<file path="src/hdl/chgsm_pkg.sv">
// Package: offsets, fields, reset values and timing for the charger regs
package chgsm_pkg;
  // Register offsets (register index on the serial management port)
  localparam logic [7:0] ADDR_STATUS = 8'h15;
  localparam logic [7:0] ADDR_CONTROL = 8'h16;
  localparam logic [7:0] ADDR_TIMING = 8'h17;

  // Status field positions
  localparam int ZONE_LSB = 4;
  localparam int BYPASS_OTG_BIT = 0;
  localparam int BYPASS_BST_BIT = 1;
  localparam int BYPASS_BCK_BIT = 2;
  localparam int BYPASS_SWON_BIT = 3;

  // Thermistor zone codes
  localparam logic [2:0] ZONE_COLD = 3'h0;
  localparam logic [2:0] ZONE_COOL = 3'h1;
  localparam logic [2:0] ZONE_NORMAL = 3'h2;
  localparam logic [2:0] ZONE_WARM = 3'h3;
  localparam logic [2:0] ZONE_HOT = 3'h4;
  localparam logic [2:0] ZONE_REMOVED = 3'h5;
  localparam logic [2:0] ZONE_DISABLED = 3'h6;

  // Control field positions
  localparam int ENV_LSB = 6;
  localparam int PAT_BIT = 5;
  localparam int MASK_BIT = 4;

  // Reset values
  localparam logic [7:0] CONTROL_RESET = 8'h04;
  localparam logic [7:0] TIMING_RESET = 8'h93;

  // Power-path mode codes
  localparam logic [3:0] MODE_BUCK = 4'h4;
  localparam logic [3:0] MODE_BUCK_ALT = 4'h7;
  localparam logic [3:0] MODE_CHARGE = 4'h5;
  localparam logic [3:0] MODE_BUCK_SYS = 4'h6;
  localparam logic [3:0] MODE_BOOST = 4'h9;
  localparam logic [3:0] MODE_BOOST_OTG = 4'hA;
  localparam logic [3:0] MODE_OTG_E = 4'hE;
  localparam logic [3:0] MODE_OTG_F = 4'hF;

  // Timing
  localparam int CLK_HZ = 20000000;
  localparam int OTG_WINDOW_US = 37500;
  localparam int BOOST_PERSIST_US = 30000;
  // Both counts truncate the clock to whole cycles per microsecond; neither rounds up
  localparam int OTG_WINDOW_CYC = (CLK_HZ / 1000000) * OTG_WINDOW_US;
  localparam int BOOST_PERSIST_CYC =
    ((CLK_HZ / 1000000) * BOOST_PERSIST_US + 0);

  typedef enum logic [1:0] {
    CHGSM_BUS_IDLE,
    CHGSM_BUS_WRITE,
    CHGSM_BUS_READ
  } chgsm_bus_t;
endpackage : chgsm_pkg

</file>
<file path="src/hdl/chgsm_regs.sv">
// Charger status and power-path mode register bank
//
// What this block does
// (RULE_01) Zone field bits 6:4, cold..hot codes
// (RULE_02) Zone reads removed 5, disabled 6
// (RULE_03) Bypass flags bits 3:0, zero when healthy
// (RULE_04) Output limit flag, 37.5ms, modes A/E/F
// (RULE_05) Output limit flag held until status read
// (RULE_06) Boost limit flag after 30ms continuous
// (RULE_07) Buck negative limit flag latched until read
// (RULE_08) Boost-on-done flag only in mode 9
// (RULE_09) Envelope bits 7:6: off, 4, 8, 16 percent
// (RULE_10) Pattern bit 5: random or linear
// (RULE_11) Removal mask bit 4 ignores removal
// (RULE_12) Modes 0-3: battery switch only
// (RULE_13) Modes 4 and 7: buck only
// (RULE_14) Mode 5: buck plus charging
// (RULE_15) Mode 6: buck to alternate target
// (RULE_16) Mode 9: boost, input switch open
// (RULE_17) Mode A: boost, input switch closed
// (RULE_18) Mode 8, B-F are reserved
// (RULE_19) Reset: no spread, random, unmasked, mode 4
// (RULE_20) Status writes ignored
`timescale 1ns/1ps
module chgsm_regs #(
  parameter int OTG_WINDOW_CYC = chgsm_pkg::OTG_WINDOW_CYC,
  parameter int BOOST_PERSIST_CYC = chgsm_pkg::BOOST_PERSIST_CYC
) (
  // Clock and reset
  input wire logic mclk,
  input wire logic rst_n,
  // Register port
  input wire logic reg_wr,
  input wire logic reg_rd,
  input wire logic [7:0] reg_addr,
  input wire logic [7:0] reg_wdata,
  output logic [7:0] reg_rdata,
  output logic reg_rvalid,
  // Analog condition inputs (asynchronous)
  input wire logic [2:0] thermistor_temp_zone,
  input wire logic thermistor_removed,
  input wire logic thermistor_monitor_off,
  input wire logic output_switch_limit,
  input wire logic boost_limit,
  input wire logic buck_negative_limit,
  input wire logic boost_on_done,
  input wire logic charge_input_valid,
  input wire logic tracking_disable,
  // Power-path controls
  output logic battery_switch_on,
  output logic input_switch_on,
  output logic buck_en,
  output logic boost_en,
  output logic charge_en,
  output logic output_switch_en,
  output logic buck_alt_target,
  output logic [1:0] spread_envelope,
  output logic spread_pattern,
  output logic removal_detect_en,
  output logic [7:0] charge_timing
);
  // ------------------------------------------------------------
  // Reset release
  // ------------------------------------------------------------
  logic rst_s1_q;
  logic rst_s2_q;
  logic rst_l;

  always_ff @(posedge mclk or negedge rst_n) begin
    if (!rst_n) begin
      rst_s1_q <= 1'b0;
      rst_s2_q <= 1'b0;
    end else begin
      rst_s1_q <= 1'b1;
      rst_s2_q <= rst_s1_q;
    end
  end
  assign rst_l = rst_s2_q;

  // ------------------------------------------------------------
  // Input synchronisation
  // ------------------------------------------------------------
  logic [9:0] raw_in;
  logic [9:0] syn;
  logic [2:0] zone_s;
  logic removed_s;
  logic mon_off_s;
  logic otg_lim_s;
  logic bst_lim_s;
  logic bck_neg_s;
  logic swon_s;

  assign raw_in = {thermistor_temp_zone, thermistor_removed,
                   thermistor_monitor_off, output_switch_limit,
                   boost_limit, buck_negative_limit, boost_on_done,
                   charge_input_valid};

  chgsm_sync #(.WIDTH(10)) u_sync (
    .clk(mclk),
    .rst_n(rst_l),
    .d(raw_in),
    .q(syn)
  );

  assign zone_s = syn[9:7];
  assign removed_s = syn[6];
  assign mon_off_s = syn[5];
  assign otg_lim_s = syn[4];
  assign bst_lim_s = syn[3];
  assign bck_neg_s = syn[2];
  assign swon_s = syn[1];

  // ------------------------------------------------------------
  // Control registers
  // ------------------------------------------------------------
  logic [7:0] control_q;
  logic [7:0] timing_q;
  logic [3:0] mode;
  // Level inputs that gate the mode outputs
  logic charge_input_valid_q;
  logic tracking_q;

  assign mode = control_q[3:0];

  // Host writes to control and timing; status offset is ignored
  always_ff @(posedge mclk or negedge rst_l) begin
    if (!rst_l) begin
      control_q <= chgsm_pkg::CONTROL_RESET; // see RULE_19
      timing_q <= chgsm_pkg::TIMING_RESET;
    end else if (reg_wr) begin
      // Status offset has no write branch
      if (reg_addr == chgsm_pkg::ADDR_CONTROL) begin // see RULE_20
        control_q <= reg_wdata; // see RULE_09
      end else if (reg_addr == chgsm_pkg::ADDR_TIMING) begin
        timing_q <= reg_wdata;
      end
    end
  end

  // ------------------------------------------------------------
  // Mode decode
  // ------------------------------------------------------------
  function automatic logic mode_is_otg(input logic [3:0] m);
    mode_is_otg = (m == chgsm_pkg::MODE_BOOST_OTG) ||
                  (m == chgsm_pkg::MODE_OTG_E) ||
                  (m == chgsm_pkg::MODE_OTG_F);
  endfunction : mode_is_otg

  logic m_buck;
  logic m_charge;
  logic m_buck_sys;
  logic m_boost;
  logic m_boost_otg;

  always_comb begin
    m_buck = 1'b0;
    m_charge = 1'b0;
    m_buck_sys = 1'b0;
    m_boost = 1'b0;
    m_boost_otg = 1'b0;
    // Modes 0-3 and reserved codes: every mode flag off
    case (mode) // see RULE_12 see RULE_18
      chgsm_pkg::MODE_BUCK, chgsm_pkg::MODE_BUCK_ALT: begin
        m_buck = 1'b1; // see RULE_13
      end
      chgsm_pkg::MODE_CHARGE: begin
        m_buck = 1'b1;
        m_charge = 1'b1; // see RULE_14
      end
      chgsm_pkg::MODE_BUCK_SYS: begin
        m_buck = 1'b1;
        m_buck_sys = 1'b1; // see RULE_15
      end
      chgsm_pkg::MODE_BOOST: begin
        m_boost = 1'b1; // see RULE_16
      end
      chgsm_pkg::MODE_BOOST_OTG: begin
        m_boost = 1'b1;
        m_boost_otg = 1'b1; // see RULE_17
      end
      default: begin
        m_buck = 1'b0;
      end
    endcase
  end

  // Power-path outputs, registered
  always_ff @(posedge mclk or negedge rst_l) begin
    if (!rst_l) begin
      battery_switch_on <= 1'b1;
      input_switch_on <= 1'b0;
      buck_en <= 1'b0;
      boost_en <= 1'b0;
      charge_en <= 1'b0;
      output_switch_en <= 1'b0;
      buck_alt_target <= 1'b0;
    end else begin
      battery_switch_on <= 1'b1; // see RULE_12
      buck_en <= m_buck & charge_input_valid_q;
      charge_en <= m_charge & charge_input_valid_q; // see RULE_14
      buck_alt_target <= m_buck_sys & ~tracking_q; // see RULE_15
      boost_en <= m_boost; // see RULE_16
      input_switch_on <= m_boost_otg; // see RULE_17
      output_switch_en <= m_boost_otg;
    end
  end

  // Tracking disable is a static level from the system side
  always_ff @(posedge mclk or negedge rst_l) begin
    if (!rst_l) begin
      charge_input_valid_q <= 1'b0;
      tracking_q <= 1'b0;
    end else begin
      charge_input_valid_q <= syn[0];
      tracking_q <= tracking_disable;
    end
  end

  // Spread-spectrum and mask outputs
  always_ff @(posedge mclk or negedge rst_l) begin
    if (!rst_l) begin
      spread_envelope <= 2'h0;
      spread_pattern <= 1'b0;
      removal_detect_en <= 1'b1;
      charge_timing <= chgsm_pkg::TIMING_RESET;
    end else begin
      spread_envelope <= control_q[chgsm_pkg::ENV_LSB +: 2]; // see RULE_09
      spread_pattern <= control_q[chgsm_pkg::PAT_BIT]; // see RULE_10
      removal_detect_en <= ~control_q[chgsm_pkg::MASK_BIT]; // see RULE_11
      charge_timing <= timing_q;
    end
  end

  // ------------------------------------------------------------
  // Thermistor zone
  // ------------------------------------------------------------
  logic [2:0] zone;

  always_comb begin
    if (mon_off_s) begin
      zone = chgsm_pkg::ZONE_DISABLED; // see RULE_02
    end else if (removed_s && !control_q[chgsm_pkg::MASK_BIT]) begin
      zone = chgsm_pkg::ZONE_REMOVED; // see RULE_02 see RULE_11
    end else if (zone_s > chgsm_pkg::ZONE_HOT) begin
      zone = chgsm_pkg::ZONE_HOT;
    end else begin
      zone = zone_s; // see RULE_01
    end
  end

  // ------------------------------------------------------------
  // Bypass flags
  // ------------------------------------------------------------
  logic otg_hold_done;
  logic otg_hold_run;
  logic bst_done;
  logic [3:0] bypass_q;
  logic status_read;

  assign status_read = reg_rd && (reg_addr == chgsm_pkg::ADDR_STATUS);

  // Window after the last output-limit event
  logic otg_hold_q;
  assign otg_hold_run = otg_hold_q & ~otg_lim_s;

  chgsm_timer #(.COUNT(OTG_WINDOW_CYC), .WIDTH(21)) u_otg_win (
    .clk(mclk),
    .rst_n(rst_l),
    .run(otg_hold_run),
    .done(otg_hold_done)
  );

  always_ff @(posedge mclk or negedge rst_l) begin
    if (!rst_l) begin
      otg_hold_q <= 1'b0;
    end else if (otg_lim_s && mode_is_otg(mode)) begin
      otg_hold_q <= 1'b1;
    end else if (otg_hold_done) begin
      otg_hold_q <= 1'b0;
    end
  end

  chgsm_timer #(.COUNT(BOOST_PERSIST_CYC), .WIDTH(21)) u_bst (
    .clk(mclk),
    .rst_n(rst_l),
    .run(bst_lim_s),
    .done(bst_done) // see RULE_06
  );

  // Latched bits: set wins over the read clear
  always_ff @(posedge mclk or negedge rst_l) begin
    if (!rst_l) begin
      bypass_q <= 4'h0;
    end else begin
      if (otg_hold_q && mode_is_otg(mode)) begin
        bypass_q[chgsm_pkg::BYPASS_OTG_BIT] <= 1'b1; // see RULE_04
      end else if (status_read) begin
        bypass_q[chgsm_pkg::BYPASS_OTG_BIT] <= 1'b0; // see RULE_05
      end
      bypass_q[chgsm_pkg::BYPASS_BST_BIT] <= bst_done; // see RULE_06
      if (bck_neg_s) begin
        bypass_q[chgsm_pkg::BYPASS_BCK_BIT] <= 1'b1; // see RULE_07
      end else if (status_read) begin
        bypass_q[chgsm_pkg::BYPASS_BCK_BIT] <= 1'b0; // see RULE_07
      end
      bypass_q[chgsm_pkg::BYPASS_SWON_BIT] <=
        swon_s && (mode == chgsm_pkg::MODE_BOOST); // see RULE_08
    end
  end

  // ------------------------------------------------------------
  // Read path
  // ------------------------------------------------------------
  logic [7:0] rd_mux;

  always_comb begin
    if (reg_addr == chgsm_pkg::ADDR_STATUS) begin
      rd_mux = {1'b0, zone, bypass_q}; // see RULE_01 see RULE_03
    end else if (reg_addr == chgsm_pkg::ADDR_CONTROL) begin
      rd_mux = control_q;
    end else if (reg_addr == chgsm_pkg::ADDR_TIMING) begin
      rd_mux = timing_q;
    end else begin
      rd_mux = 8'h00;
    end
  end

  // Read data held until the next read strobe
  always_ff @(posedge mclk or negedge rst_l) begin
    if (!rst_l) begin
      reg_rdata <= 8'h00;
      reg_rvalid <= 1'b0;
    end else begin
      reg_rvalid <= reg_rd;
      if (reg_rd) begin
        reg_rdata <= rd_mux;
      end
    end
  end
endmodule : chgsm_regs

</file>
<file path="src/hdl/chgsm_sync.sv">
// Three-stage synchroniser with second/third stage agreement
`timescale 1ns/1ps
module chgsm_sync #(
  parameter int WIDTH = 1
) (
  // Clock and reset
  input wire logic clk,
  input wire logic rst_n,
  // Data
  input wire logic [WIDTH-1:0] d,
  output logic [WIDTH-1:0] q
);
  logic [WIDTH-1:0] s1_q;
  logic [WIDTH-1:0] s2_q;
  logic [WIDTH-1:0] s3_q;

  always_ff @(posedge clk or negedge rst_n) begin
    if (!rst_n) begin
      s1_q <= '0;
      s2_q <= '0;
      s3_q <= '0;
    end else begin
      s1_q <= d;
      s2_q <= s1_q;
      s3_q <= s2_q;
    end
  end

  // Change counts once stages two and three agree
  always_ff @(posedge clk or negedge rst_n) begin
    if (!rst_n) begin
      q <= '0;
    end else begin
      for (int i = 0; i < WIDTH; i++) begin
        if (s2_q[i] == s3_q[i]) begin
          q[i] <= s3_q[i];
        end
      end
    end
  end
endmodule : chgsm_sync

</file>
<file path="src/hdl/chgsm_timer.sv">
// Up counter measuring a persistence or hold window
`timescale 1ns/1ps
module chgsm_timer #(
  parameter int COUNT = 16,
  parameter int WIDTH = 20
) (
  // Clock and reset
  input wire logic clk,
  input wire logic rst_n,
  // Control
  input wire logic run,
  output logic done
);
  logic [WIDTH-1:0] cnt_q;

  // Counts cycles while run is high, clears when it drops
  always_ff @(posedge clk or negedge rst_n) begin
    if (!rst_n) begin
      cnt_q <= '0;
      done <= 1'b0;
    end else if (!run) begin
      cnt_q <= '0;
      done <= 1'b0;
    end else if (cnt_q >= WIDTH'(COUNT - 1)) begin
      done <= 1'b1;
    end else begin
      cnt_q <= cnt_q + WIDTH'(1);
    end
  end
endmodule : chgsm_timer

</file>
<file path="config.mk">
export PLATFORM = sky130hd
export DESIGN_NAME = chgsm_regs
export DESIGN_NICKNAME = d
export VERILOG_FILES = /design/src/hdl/chgsm_pkg.sv /design/src/hdl/chgsm_regs.sv /design/src/hdl/chgsm_sync.sv /design/src/hdl/chgsm_timer.sv
export SDC_FILE = /design/constraint.sdc
export NUM_CORES = 1
export LEC_CHECK = 0
export BUFFER_PORTS_ARGS = -buffer_cell sky130_fd_sc_hd__buf_2
export CORE_MARGIN = 2
export CORE_UTILIZATION = 35
export DETAILED_ROUTE_END_ITERATION = 6
export SYNTH_ARGS = -nofsm -noshare
export SYNTH_HDL_FRONTEND = slang
export SYNTH_SLANG_ARGS = --single-unit
export TNS_END_PERCENT = 50
</file>
<file path="constraint.sdc">
create_clock -name mclk -period 5.3 [get_ports mclk]
set_clock_uncertainty 0.2 [all_clocks]
set_input_delay 0.53 -clock mclk [delete_from_list [all_inputs] [get_ports mclk]]
set_output_delay 0.53 -clock mclk [all_outputs]
set_load 0.01 [all_outputs]
</file>
==> results of run 1 <==
-- worst register-to-register path: stages (launching register included) --
cell     delay [ns]
dfrtp_1        0.42
ha_1           0.28
a21o_1         0.17
a31o_1         0.25
a211o_1        0.45
or4_1          0.46
a21oi_1        0.17
-- registers in the layout, indices dropped and copies added, names as in the netlist, 2 cells and up --
register and flops:
u_sync.s2_q 10, charge_timing 8, control_q 8, u_sync.s3_q 10, u_otg_win.cnt_q 21, u_sync.q 10
reg_rdata 8, spread_envelope 2, bypass_q 4, u_sync.s1_q 10, timing_q 8, u_bst.cnt_q 21
-- final cells by class --
type / count / area, sq um / share of cell area [%]
flip-flops and latches: 135 / 3390 / 51.9
multi-input cells: 294 / 1860 / 28.5
clock buffers: 24 / 492 / 7.52
repair buffers: 64 / 353 / 5.40
well taps: 188 / 235 / 3.60
clock inverters: 8 / 143 / 2.18
inverters: 15 / 56.3 / 0.861
-- cell usage in the layout (no fill, tap or decap), types with 4 or more instances in the layout --
cell / synthesis / routed
a21o_1: 4 / 4
a21oi_1: 29 / 29
and3_1: 6 / 6
buf_2: 2 / 57
bufinv_16: 0 / 4
clkbuf_16: 0 / 17
clkbuf_8: 0 / 4
dfrtp_1: 125 / 124
dfstp_2: 10 / 10
dlygate4sd3_1: 0 / 6
inv_1: 15 / 15
maj3_1: 10 / 10
mux2_2: 15 / 15
mux2i_1: 14 / 14
nand2_1: 35 / 35
nand2b_1: 5 / 5
nand3_1: 17 / 17
nand4_1: 8 / 8
nor2_1: 32 / 32
nor2b_1: 5 / 5
nor3_1: 5 / 5
o21ai_0: 29 / 29
o31ai_1: 5 / 5
or2_2: 8 / 8
or3_1: 14 / 14
xor2_1: 9 / 9
-- power groups by stage --
stage	Sequential (uW)	Clock (uW)	Combinational [uW]
after global routing	1130	1330	115
after detailed placement	1140	0	97.9
after global placement	1140	0	95.5
after floorplan	1130	0	58.0
after CTS	1120	1280	99.4
final	1120	1250	99.7
-- per-stage QoR --
step / cells / hold slack [ns] / total power [uW] / cell area [sq um] / setup slack, ns
floorplan: 458 / 0.0344 / 1190 / 5370 / 1.08
global placement: 690 / 0.115 / 1230 / 5840 / 2.76
detailed placement: 690 / 0.117 / 1240 / 5840 / 2.71
CTS: 724 / 0.000920 / 2500 / 6500 / 2.82
global route: 728 / 0.00191 / 2570 / 6540 / 2.67
finish: 728 / 0.0259 / 2460 / 6540 / 2.81
-- logic make-up after synthesis --
group           count (synthesis)
xor+xnor                       12
flops                         135
other cells                     1
fa+ha+maj                      12
mux                            29
compound gates                 89
buf+inv                        29
simple gates                  150
-- layer usage --
layer / global-route usage (%) / vias to the layer above / routed length [um]
li1: - / 1760 / -
met1: 17.8 / 1753 / 4910
met2: 19.6 / 75 / 4420
met3: 5.01 / 8 / 451
met4: 5.37 / 0 / 139
met5: 0 / - / 0
-- path summary, 6_finish.rpt --
check / endpoint
worst min register to register: u_sync.s2_q[9]$_DFF_PN0_
worst max register to register: u_bst.cnt_q[8]$_DFFE_PN0P_
worst min-delay path: u_sync.s1_q[1]$_DFF_PN0_
max in group asynchronous: u_otg_win.cnt_q[19]$_DFFE_PN0P_
worst max-delay path: u_bst.cnt_q[8]$_DFFE_PN0P_
min in group asynchronous: rst_l$_DFF_PN0_
==> flow_metrics.py, run 1 <==
metrics = {
    "floorplanning": {
        "io_pins": 59,
        "core_sq_mm": 0.0151,
        "die_w_um": 128,
        "fp.dieH_um": 128,
        "dieArea_sq_mm": 0.0164,
        "start_util_pct": 35.6,
        "num_rows": 45,
    },
    "setup_path": {
        "cp.required_ns": 5.43,
        "ff2ff_setup_slack_ns": 2.81,
        "endpoint_kind": "flip-flop",
        "rr_worst_depth": 6,
        "crit_chain": "ha_1, a21o_1, a31o_1, a211o_1, or4_1, a21oi_1",
        "setup.worst_path.start": "u_bst.cnt_q[0]$_DFFE_PN0P_",
        "crit_family": "compound AO/OA/AOI/OAI gates",
        "r2r_start": "u_bst.cnt_q[0]$_DFFE_PN0P_",
        "slowest_delay_ns": 0.46,
        "crit_arrival_ns": 2.61,
        "critPathLaunchType": "flip-flop",
        "path_max_fanout": 20,
        "path_depth": 6,
        "crit_type": "reg -> reg",
        "cpMaxStageDelayCell": "or4_1",
        "cp.buffers_inverters": 0,
    },
    "finish": {
        "num-nets-final": 560,
        "n_fill_cell": 1441,
        "drive_above_1_share_pct": 23.1,
        "final_core_util_pct": 43.3,
        "synthToLayoutAreaGrowth_pct": 21.7,
        "diodes": 0,
    },
    "detailed_routing": {
        "routed_via_density": 4.94,
        "ant_nets": 0,
        "drtIter0Drc": 274,
        "drc": 0,
        "dr.pass1.iters": 4,
        "wl_um": 9920,
        "vias": 3596,
        "routedWlPerCell_um": 13.6,
    },
    "clocking": {
        "clkTransAtPathRegs_ns": 0.05,
        "clock_latency_ns": 0.41,
        "htreeDepth": 4,
        "cts.sinks": 135,
        "cts_hold_buf": 2,
        "numCtsBuffers": 17,
        "root_buffer": "clkbuf_16",
        "postCtsSetupRepairBufs": 0,
        "cts_resized": 0,
        "cts_tree": "done",
        "clockBufferDepth": 2,
    },
    "yosys": {
        "synth_cells": 457,
        "synth_top_family_by_area": "simple AND/OR/NAND/NOR gates",
        "ys_top_cells_by_count": "dfrtp_1, nand2_1, nor2_1",
        "synth_top_area_share_pct": 58.2,
        "yosysWarnings": 0,
        "synthXorXnorAreaFrac_pct": 1.96,
        "yosysMostFrequentCell": "dfrtp_1",
        "synth_simple_gate_area_share_pct": 14.3,
        "yosysSeqAreaShare_pct": 63.1,
        "synth-compound-area-share_pct": 10.2,
        "synth.area.top_cells": "dfrtp_1, dfstp_2, mux2_2",
        "muxShareOfSynthArea_pct": 5.75,
        "avgSynthCellArea_sq_um": 11.8,
        "netlist_area_sq_mm": 0.00537,
        "synth_fa_ha_area_share_pct": 2.33,
        "ys_types": 50,
        "synth_top_area_cell": "dfrtp_1",
        "synth_edf_count": 0,
        "synth-seq-cells": 135,
        "async_flop_share_pct": 100,
        "ys.flop_type": "dfrtp_1",
    },
    "global_route": {
        "antenna_found_initial": 0,
        "grt_pass1_wl_um": 17200,
        "first_global_vias": 3568,
        "grt_overflow": 0,
        "track_usage_pct": 13.3,
        "grt_max_degree": 86,
    },
    "run": {
        "cap_viol_max_count": 0,
    },
    "power": {
        "internal_power_uw": 1960,
        "p_leak_uw": 0.00301,
        "pwr-share-comb_pct": 4.0,
        "p_sw_share_pct": 20.5,
        "vdd_drop_max_mv": 0.243,
        "power_density_mw_per_mm2": 377,
        "p_sw_uw": 506,
        "pwr-share-clk_pct": 50.6,
        "seqPwrFrac_pct": 45.4,
    },
    "sta": {
        "hold_violations": 0,
        "slew_viol_final": 0,
        "setup_violations": 0,
        "setup_tns_ns": 0,
        "fmax_ghz": 0.402,
        "period_share_pct": 47.0,
        "rsz0062_at_grt": "false",
        "slew_headroom_pct": 29.9,
        "worstMarginPinSlew_ns": 1.05,
        "fin_crit_ns": 2.49,
    },
    "min_path": {
        "min_path_type": "in -> reg",
        "whs_path_depth": 1,
        "hp-start": "boost_on_done",
    },
    "place": {
        "gp_congestion": 0.807,
        "hpwl_um": 6770,
        "port_buffers": 57,
    },
    "outcome": {
        "outcome": "finished clean",
    },
}
No activity file was read; power rests on OpenSTA's default activity.
==> run 2: changes to the inputs <==
--- a/config.mk
+++ b/config.mk
@@ -5,6 +5,7 @@
 export SDC_FILE = /design/constraint.sdc
 export NUM_CORES = 1
 export LEC_CHECK = 0
+export ABC_AREA = 1
 export BUFFER_PORTS_ARGS = -buffer_cell sky130_fd_sc_hd__buf_2
 export CORE_MARGIN = 2
 export CORE_UTILIZATION = 35
==> constraint.sdc (replaced) <==
create_clock -name mclk -period 2.4 [get_ports mclk]
set_clock_uncertainty 0.2 [all_clocks]
set_input_delay 0.24 -clock mclk [delete_from_list [all_inputs] [get_ports mclk]]
set_output_delay 0.24 -clock mclk [all_outputs]
set_load 0.01 [all_outputs]
==> run 2 against run 1 <==
Effect of this change:
- total power is 110% higher
- cell count is 38% higher
- hold slack better by 0.027 ns
- global-route usage is 1.7 points higher
- flip-flop and latch count stayed put
- non-clock buffer count is 28 higher
- final area is 13% higher
- synthesized cell count is 48% higher
- highest routed layer unchanged
- die area is 12% higher
- register-to-register slack worse by 2.5 ns
==> flow_metrics.py, run 2 <==
metrics = {
    "finish": {
        "final_area_sq_mm": 0.00738,
        "final_cells": 1008,
        "reg_top3": "u_bst.cnt_q x21, u_otg_win.cnt_q x21",
        "synthToLayoutAreaGrowth_pct": 22.2,
        "diodes": 0,
        "num-nets-final": 803,
        "layout_common_cells": "nand2_1, dfrtp_1, nand3_1",
        "layout_commonest_cell": "nand2_1",
        "drive_above_1_share_pct": 17.9,
    },
    "global_route": {
        "antenna_found_initial": 0,
        "grt_max_degree": 134,
        "track_usage_pct": 15.0,
        "first_global_vias": 4508,
        "grt_overflow": 0,
        "grt_pass1_wl_um": 22000,
    },
    "yosys": {
        "synth_top_area_share_pct": 51.8,
        "synth-seq-cells": 135,
        "ys_top_cells_by_count": "nand2_1, dfrtp_1, nand3_1",
        "synth.area.top_cells": "dfrtp_1, nand2_1, nand3_1",
        "avgSynthCellArea_sq_um": 8.92,
        "synth_top_area_cell": "dfrtp_1",
        "yosysSeqAreaShare_pct": 56.1,
        "yosysMostFrequentCell": "nand2_1",
        "synth_cells": 677,
        "ys_types": 35,
        "synth_edf_count": 0,
        "ys.flop_type": "dfrtp_1",
        "yosysWarnings": 0,
        "async_flop_share_pct": 100,
        "netlist_area_sq_mm": 0.00604,
    },
    "setup_path": {
        "crit_arrival_ns": 2.26,
        "crit_type": "reg -> reg",
        "path_max_fanout": 18,
        "critPathLaunchType": "flip-flop",
        "endpoint_kind": "flip-flop",
        "cp.required_ns": 2.53,
    },
    "sta": {
        "setup_tns_ns": 0,
        "period_share_pct": 88.9,
        "fin_crit_ns": 2.13,
        "setup_violations": 0,
        "fmax_ghz": 0.468,
        "slew_headroom_pct": 53.1,
        "slew_viol_final": 0,
        "hold_violations": 0,
        "whs_ns": 0.0527,
        "rsz0062_at_grt": "false",
        "worstMarginPinSlew_ns": 0.703,
    },
    "detailed_routing": {
        "top_layer_used": "met4",
        "drtIter0Drc": 271,
        "vias": 4639,
        "drc": 0,
        "route.met2.wl_um": 5760,
        "dr.pass1.iters": 4,
        "routed_via_density": 4.60,
        "ant_nets": 0,
        "routedWlPerCell_um": 12.5,
        "routedLengthMet1_um": 6300,
        "wl_um": 12600,
        "wl_met3_um": 451,
    },
    "floorplanning": {
        "dieArea_sq_mm": 0.0183,
        "num_rows": 48,
        "start_util_pct": 35.4,
        "fp.dieH_um": 135,
        "core_sq_mm": 0.0171,
        "io_pins": 59,
        "die_w_um": 135,
    },
    "run": {
        "cap_viol_max_count": 0,
    },
    "power": {
        "power_density_mw_per_mm2": 697,
        "vdd_drop_max_mv": 0.493,
        "p_leak_uw": 0.00348,
    },
    "clocking": {
        "htreeDepth": 4,
        "clockBufferDepth": 2,
        "postCtsSetupRepairBufs": 0,
        "root_buffer": "clkbuf_16",
        "cts_tree": "done",
        "numCtsBuffers": 17,
        "cts.sinks": 135,
        "clkTransAtPathRegs_ns": 0.06,
        "clock_latency_ns": 0.41,
    },
    "place": {
        "gp_congestion": 0.870,
        "place_area_sq_mm": 0.00661,
        "hpwl_um": 8660,
        "port_buffers": 57,
        "dp_cells": 954,
    },
    "min_path": {
        "min_path_type": "in -> reg",
    },
    "outcome": {
        "outcome": "finished clean",
    },
}
[run 2: critical path, cell delays in order (launching register included)]
cell,delay [ns]
dfrtp_1,0.44
ha_1,0.28
inv_1,0.08
nor2_2,0.06
nand2_1,0.10
nor2_1,0.07
a21oi_2,0.24
nand3_4,0.30
o21ai_0,0.27
[run 2: cells by family after synthesis]
logic type,Yosys count,share of synthesized area [%]
flops,135,56.1
simple gates,366,26.2
xor+xnor,30,4.35
other cells,1,0.0621
buf+inv,75,5.51
compound gates,58,5.68
fa+ha+maj,12,2.07
[run 2: power breakdown]
group / switching, uW / internal [uW] / leakage [uW]
registers: 66.7 / 2370 / 0.00172
logic: 168 / 109 / 0.00149
clock network: 1080 / 1360 / 0.000266
[run 2: final timing paths]
path                                            start                              end  slack [ns]  depth (start not counted)
max                        u_bst.cnt_q[0]$_DFFE_PN0P_       u_bst.cnt_q[0]$_DFFE_PN0P_        0.27                          8
max in group asynchronous             rst_l$_DFF_PN0_  u_otg_win.cnt_q[12]$_DFFE_PN0P_        1.25                          1
max reg2reg                u_bst.cnt_q[0]$_DFFE_PN0P_       u_bst.cnt_q[0]$_DFFE_PN0P_        0.27                          8
min in group asynchronous             rst_l$_DFF_PN0_         u_sync.s2_q[6]$_DFF_PN0_        0.20                          1
min                                       reg_addr[0]         reg_rdata[4]$_DFFE_PN0P_        0.05                          6
min reg2reg                        rst_s1_q$_DFF_PN0_                  rst_l$_DFF_PN0_        0.15                          0
[run 2: routing by layer]
metal,GRT usage [%],up-vias
met4,4.17,0
met2,22.9,63
met1,21.2,2197
li1,-,2369
met5,0,-
met3,4.08,10
[run 2: cell type report]
| class | count | area [sq um] |
|---|---|---|
| fillers | 1697 | 9670 |
| clock buffers | 17 | 425 |
| repair buffers | 92 | 616 |
| inverters | 56 | 210 |
| multi-input cells | 468 | 2330 |
| well taps | 225 | 282 |
| flip-flops and latches | 135 | 3390 |
| clock inverters | 15 | 129 |
[run 2: what timing repair did]
item,CTS,global route
hold buffers,22,0
hold endpoints to repair,35,0
resized for setup,0,1
endpoints found under the setup margin,0,19
[run 2: through the flow]
| stage | power (uW) | worst slack [ns] | utilization [%] |
|---|---|---|---|
| after CTS | 5220 | 0.163 | 43.3 |
| final | 5150 | 0.265 | 43.3 |
| after detailed placement | 2740 | 0.167 | 38.7 |
| after global placement | 2730 | 0.244 | 38.7 |
| after global routing | 5370 | 0.0825 | 43.3 |
| after floorplan | 2630 | 0.594 | - |
==> run 3: changes to the inputs <==
--- a/config.mk
+++ b/config.mk
@@ -7,7 +7,8 @@
 export LEC_CHECK = 0
 export ABC_AREA = 1
 export BUFFER_PORTS_ARGS = -buffer_cell sky130_fd_sc_hd__buf_2
-export CORE_MARGIN = 2
+export CORE_ASPECT_RATIO = 0.5
+export CORE_MARGIN = 5
 export CORE_UTILIZATION = 35
 export DETAILED_ROUTE_END_ITERATION = 6
 export SYNTH_ARGS = -nofsm -noshare
==> run 3 against run 2 <==
Effect of this change:
- critical path depth up 2
- fmax up 1.7%
- total power up 4.5%
- clock-buffer cell count up 2
- first-iteration DRC count up 3.7%
- flip-flop and latch count unchanged
- critical path type unchanged
- critical endpoint is now u_otg_win.cnt_q[3]$_DFFE_PN0P_
- largest cell class unchanged
==> flow_metrics.py, run 3 (synthesized netlist as in run 2, its figures left out) <==
metrics = {
    "outcome": {
        "outcome": "finished clean",
    },
    "setup_path": {
        "crit_family": "simple AND/OR/NAND/NOR gates",
        "cp.required_ns": 2.49,
        "crit_arrival_ns": 2.19,
        "cpMaxStageDelayCell": "dfrtp_1",
        "crit-reg2reg-capture": "u_otg_win.cnt_q[3]$_DFFE_PN0P_",
        "path_depth": 10,
        "path_max_fanout": 12,
        "critPathLaunchType": "flip-flop",
        "endpoint_kind": "flip-flop",
        "ff2ff_setup_slack_ns": 0.30,
        "crit_top_cell": "nor2_1",
        "setup.worst_path.start": "u_otg_win.cnt_q[0]$_DFFE_PN0P_",
        "rr_worst_depth": 10,
        "crit_type": "reg -> reg",
        "crit_chain": "ha_1, nand3_1, nor2_1, nand3_1, nor2_1, nor2_1, nand2_2, nand2_2, nand2_1, nand2_1",
        "cp.buffers_inverters": 0,
        "slowest_delay_ns": 0.43,
        "r2r_start": "u_otg_win.cnt_q[0]$_DFFE_PN0P_",
    },
    "finish": {
        "drive_above_1_share_pct": 17.4,
        "reg_top3": "u_bst.cnt_q x21, u_otg_win.cnt_q x21",
        "synthToLayoutAreaGrowth_pct": 23.3,
        "num-nets-final": 801,
        "layout_common_cells": "nand2_1, dfrtp_1, nand3_1",
        "diodes": 0,
        "n_fill_cell": 1601,
        "layout_commonest_cell": "nand2_1",
        "final_cells": 1008,
    },
    "detailed_routing": {
        "routedWlPerCell_um": 12.8,
        "wl_um": 12900,
        "dr.pass1.iters": 5,
        "drc": 0,
        "routed_via_density": 4.69,
        "vias": 4731,
        "ant_nets": 0,
        "drtIter0Drc": 281,
    },
    "power": {
        "vdd_drop_max_mv": 0.463,
        "p_leak_uw": 0.00350,
        "power_density_mw_per_mm2": 723,
    },
    "clocking": {
        "clkTransAtPathRegs_ns": 0.06,
        "htreeDepth": 4,
        "numCtsBuffers": 17,
        "cts_tree": "done",
        "clockBufferDepth": 2,
        "clock_latency_ns": 0.41,
        "cts.sinks": 135,
        "root_buffer": "clkbuf_16",
    },
    "global_route": {
        "track_usage_pct": 13.8,
        "grt_pass1_wl_um": 22600,
        "grt_overflow": 0,
        "first_global_vias": 4581,
        "grt_max_degree": 53,
        "antenna_found_initial": 0,
    },
    "sta": {
        "setup_tns_ns": 0,
        "hold_violations": 0,
        "fmax_ghz": 0.477,
        "slew_viol_final": 0,
        "setup_violations": 0,
        "period_share_pct": 87.4,
        "rsz0062_at_grt": "false",
        "worstMarginPinSlew_ns": 0.578,
        "slew_headroom_pct": 61.3,
        "fin_crit_ns": 2.10,
        "postLayoutSetupSlackWorst_ns": 0.302,
    },
    "floorplanning": {
        "start_util_pct": 36.3,
        "dieArea_sq_mm": 0.0201,
        "die_w_um": 196,
        "num_rows": 33,
        "io_pins": 59,
        "core_sq_mm": 0.0166,
        "fp.dieH_um": 103,
    },
    "place": {
        "dp_cells": 954,
        "hpwl_um": 9050,
        "pre_cts_slack_ns": 0.187,
        "gp_congestion": 0.888,
        "port_buffers": 57,
    },
    "min_path": {
        "min_path_type": "reg -> async",
    },
    "run": {
        "cap_viol_max_count": 0,
    },
}
run 3: cell types whose count changed in the layout (fill, tap and decap cells not counted), sizes merged:
cell,delta
buf,-2
bufinv,+3
clkbuf,+2
clkinv,+1
clkinvlp,-1
inv,-5
run 3: worst register-to-register path: cells and delay by family (launching register included):
kind                       cells  cell delay [ns]
adders and majority gates      1             0.26
DFF                            1             0.43
and+or+nand+nor                9             1.08
run 3: worst max-delay path by stage:
stage	endpoint	slack [ns]
4_1_cts	u_bst.cnt_q[1]$_DFFE_PN0P_	0.18
3_5_place_dp	u_bst.cnt_q[1]$_DFFE_PN0P_	0.19
5_1_grt	u_otg_win.cnt_q[14]$_DFFE_PN0P_	0.04
6_report	u_otg_win.cnt_q[3]$_DFFE_PN0P_	0.30
2_1_floorplan	u_bst.cnt_q[0]$_DFFE_PN0P_	0.59
3_3_place_gp	u_bst.cnt_q[16]$_DFFE_PN0P_	0.27
run 3: where the power goes:
| part | switching, uW | internal [uW] |
|---|---|---|
| Clock | 1010 | 1650 |
| Sequential | 74.8 | 2370 |
| Combinational | 161 | 112 |
| Total | 1250 | 4130 |
run 3: through the flow:
stage	area [sq um]	hold WS [ns]	utilization (%)	power (uW)
3_5_place_dp	6620	-0.170	39.8	2740
2_1_floorplan	6050	-0.256	-	2630
5_1_grt	7450	0.0619	44.8	5610
4_1_cts	7440	0.0429	44.7	5450
3_3_place_gp	6620	-0.173	39.8	2730
6_report	7450	0.0343	44.8	5380
run 3: cell type report:
cell class / count / area, sq um / area share [%]
Inverter: 56 / 210 / 2.82
Tap cell: 227 / 284 / 3.81
Clock inverter: 13 / 171 / 2.30
Clock buffer: 19 / 433 / 5.81
Sequential cell: 135 / 3390 / 45.6
Multi-Input combinational cell: 468 / 2330 / 31.3
Timing Repair Buffer: 90 / 626 / 8.40
run 3: what timing repair did:
| action | in CTS | in global routing |
|---|---|---|
| setup buffers | 0 | 0 |
| endpoints found under the setup margin | 0 | 14 |
| gates resized for setup | 0 | 1 |
| hold buffers | 22 | 0 |
| hold endpoints to repair | 34 | 0 |
run 3: routing by layer:
metal / part of all wire, % / track usage [%] / wire length, um
met3: 4.7 / 3.49 / 606
met5: 0 / 0 / 0
met2: 43 / 20.7 / 5600
met4: 1.2 / 4.45 / 155
met1: 51 / 19.7 / 6580
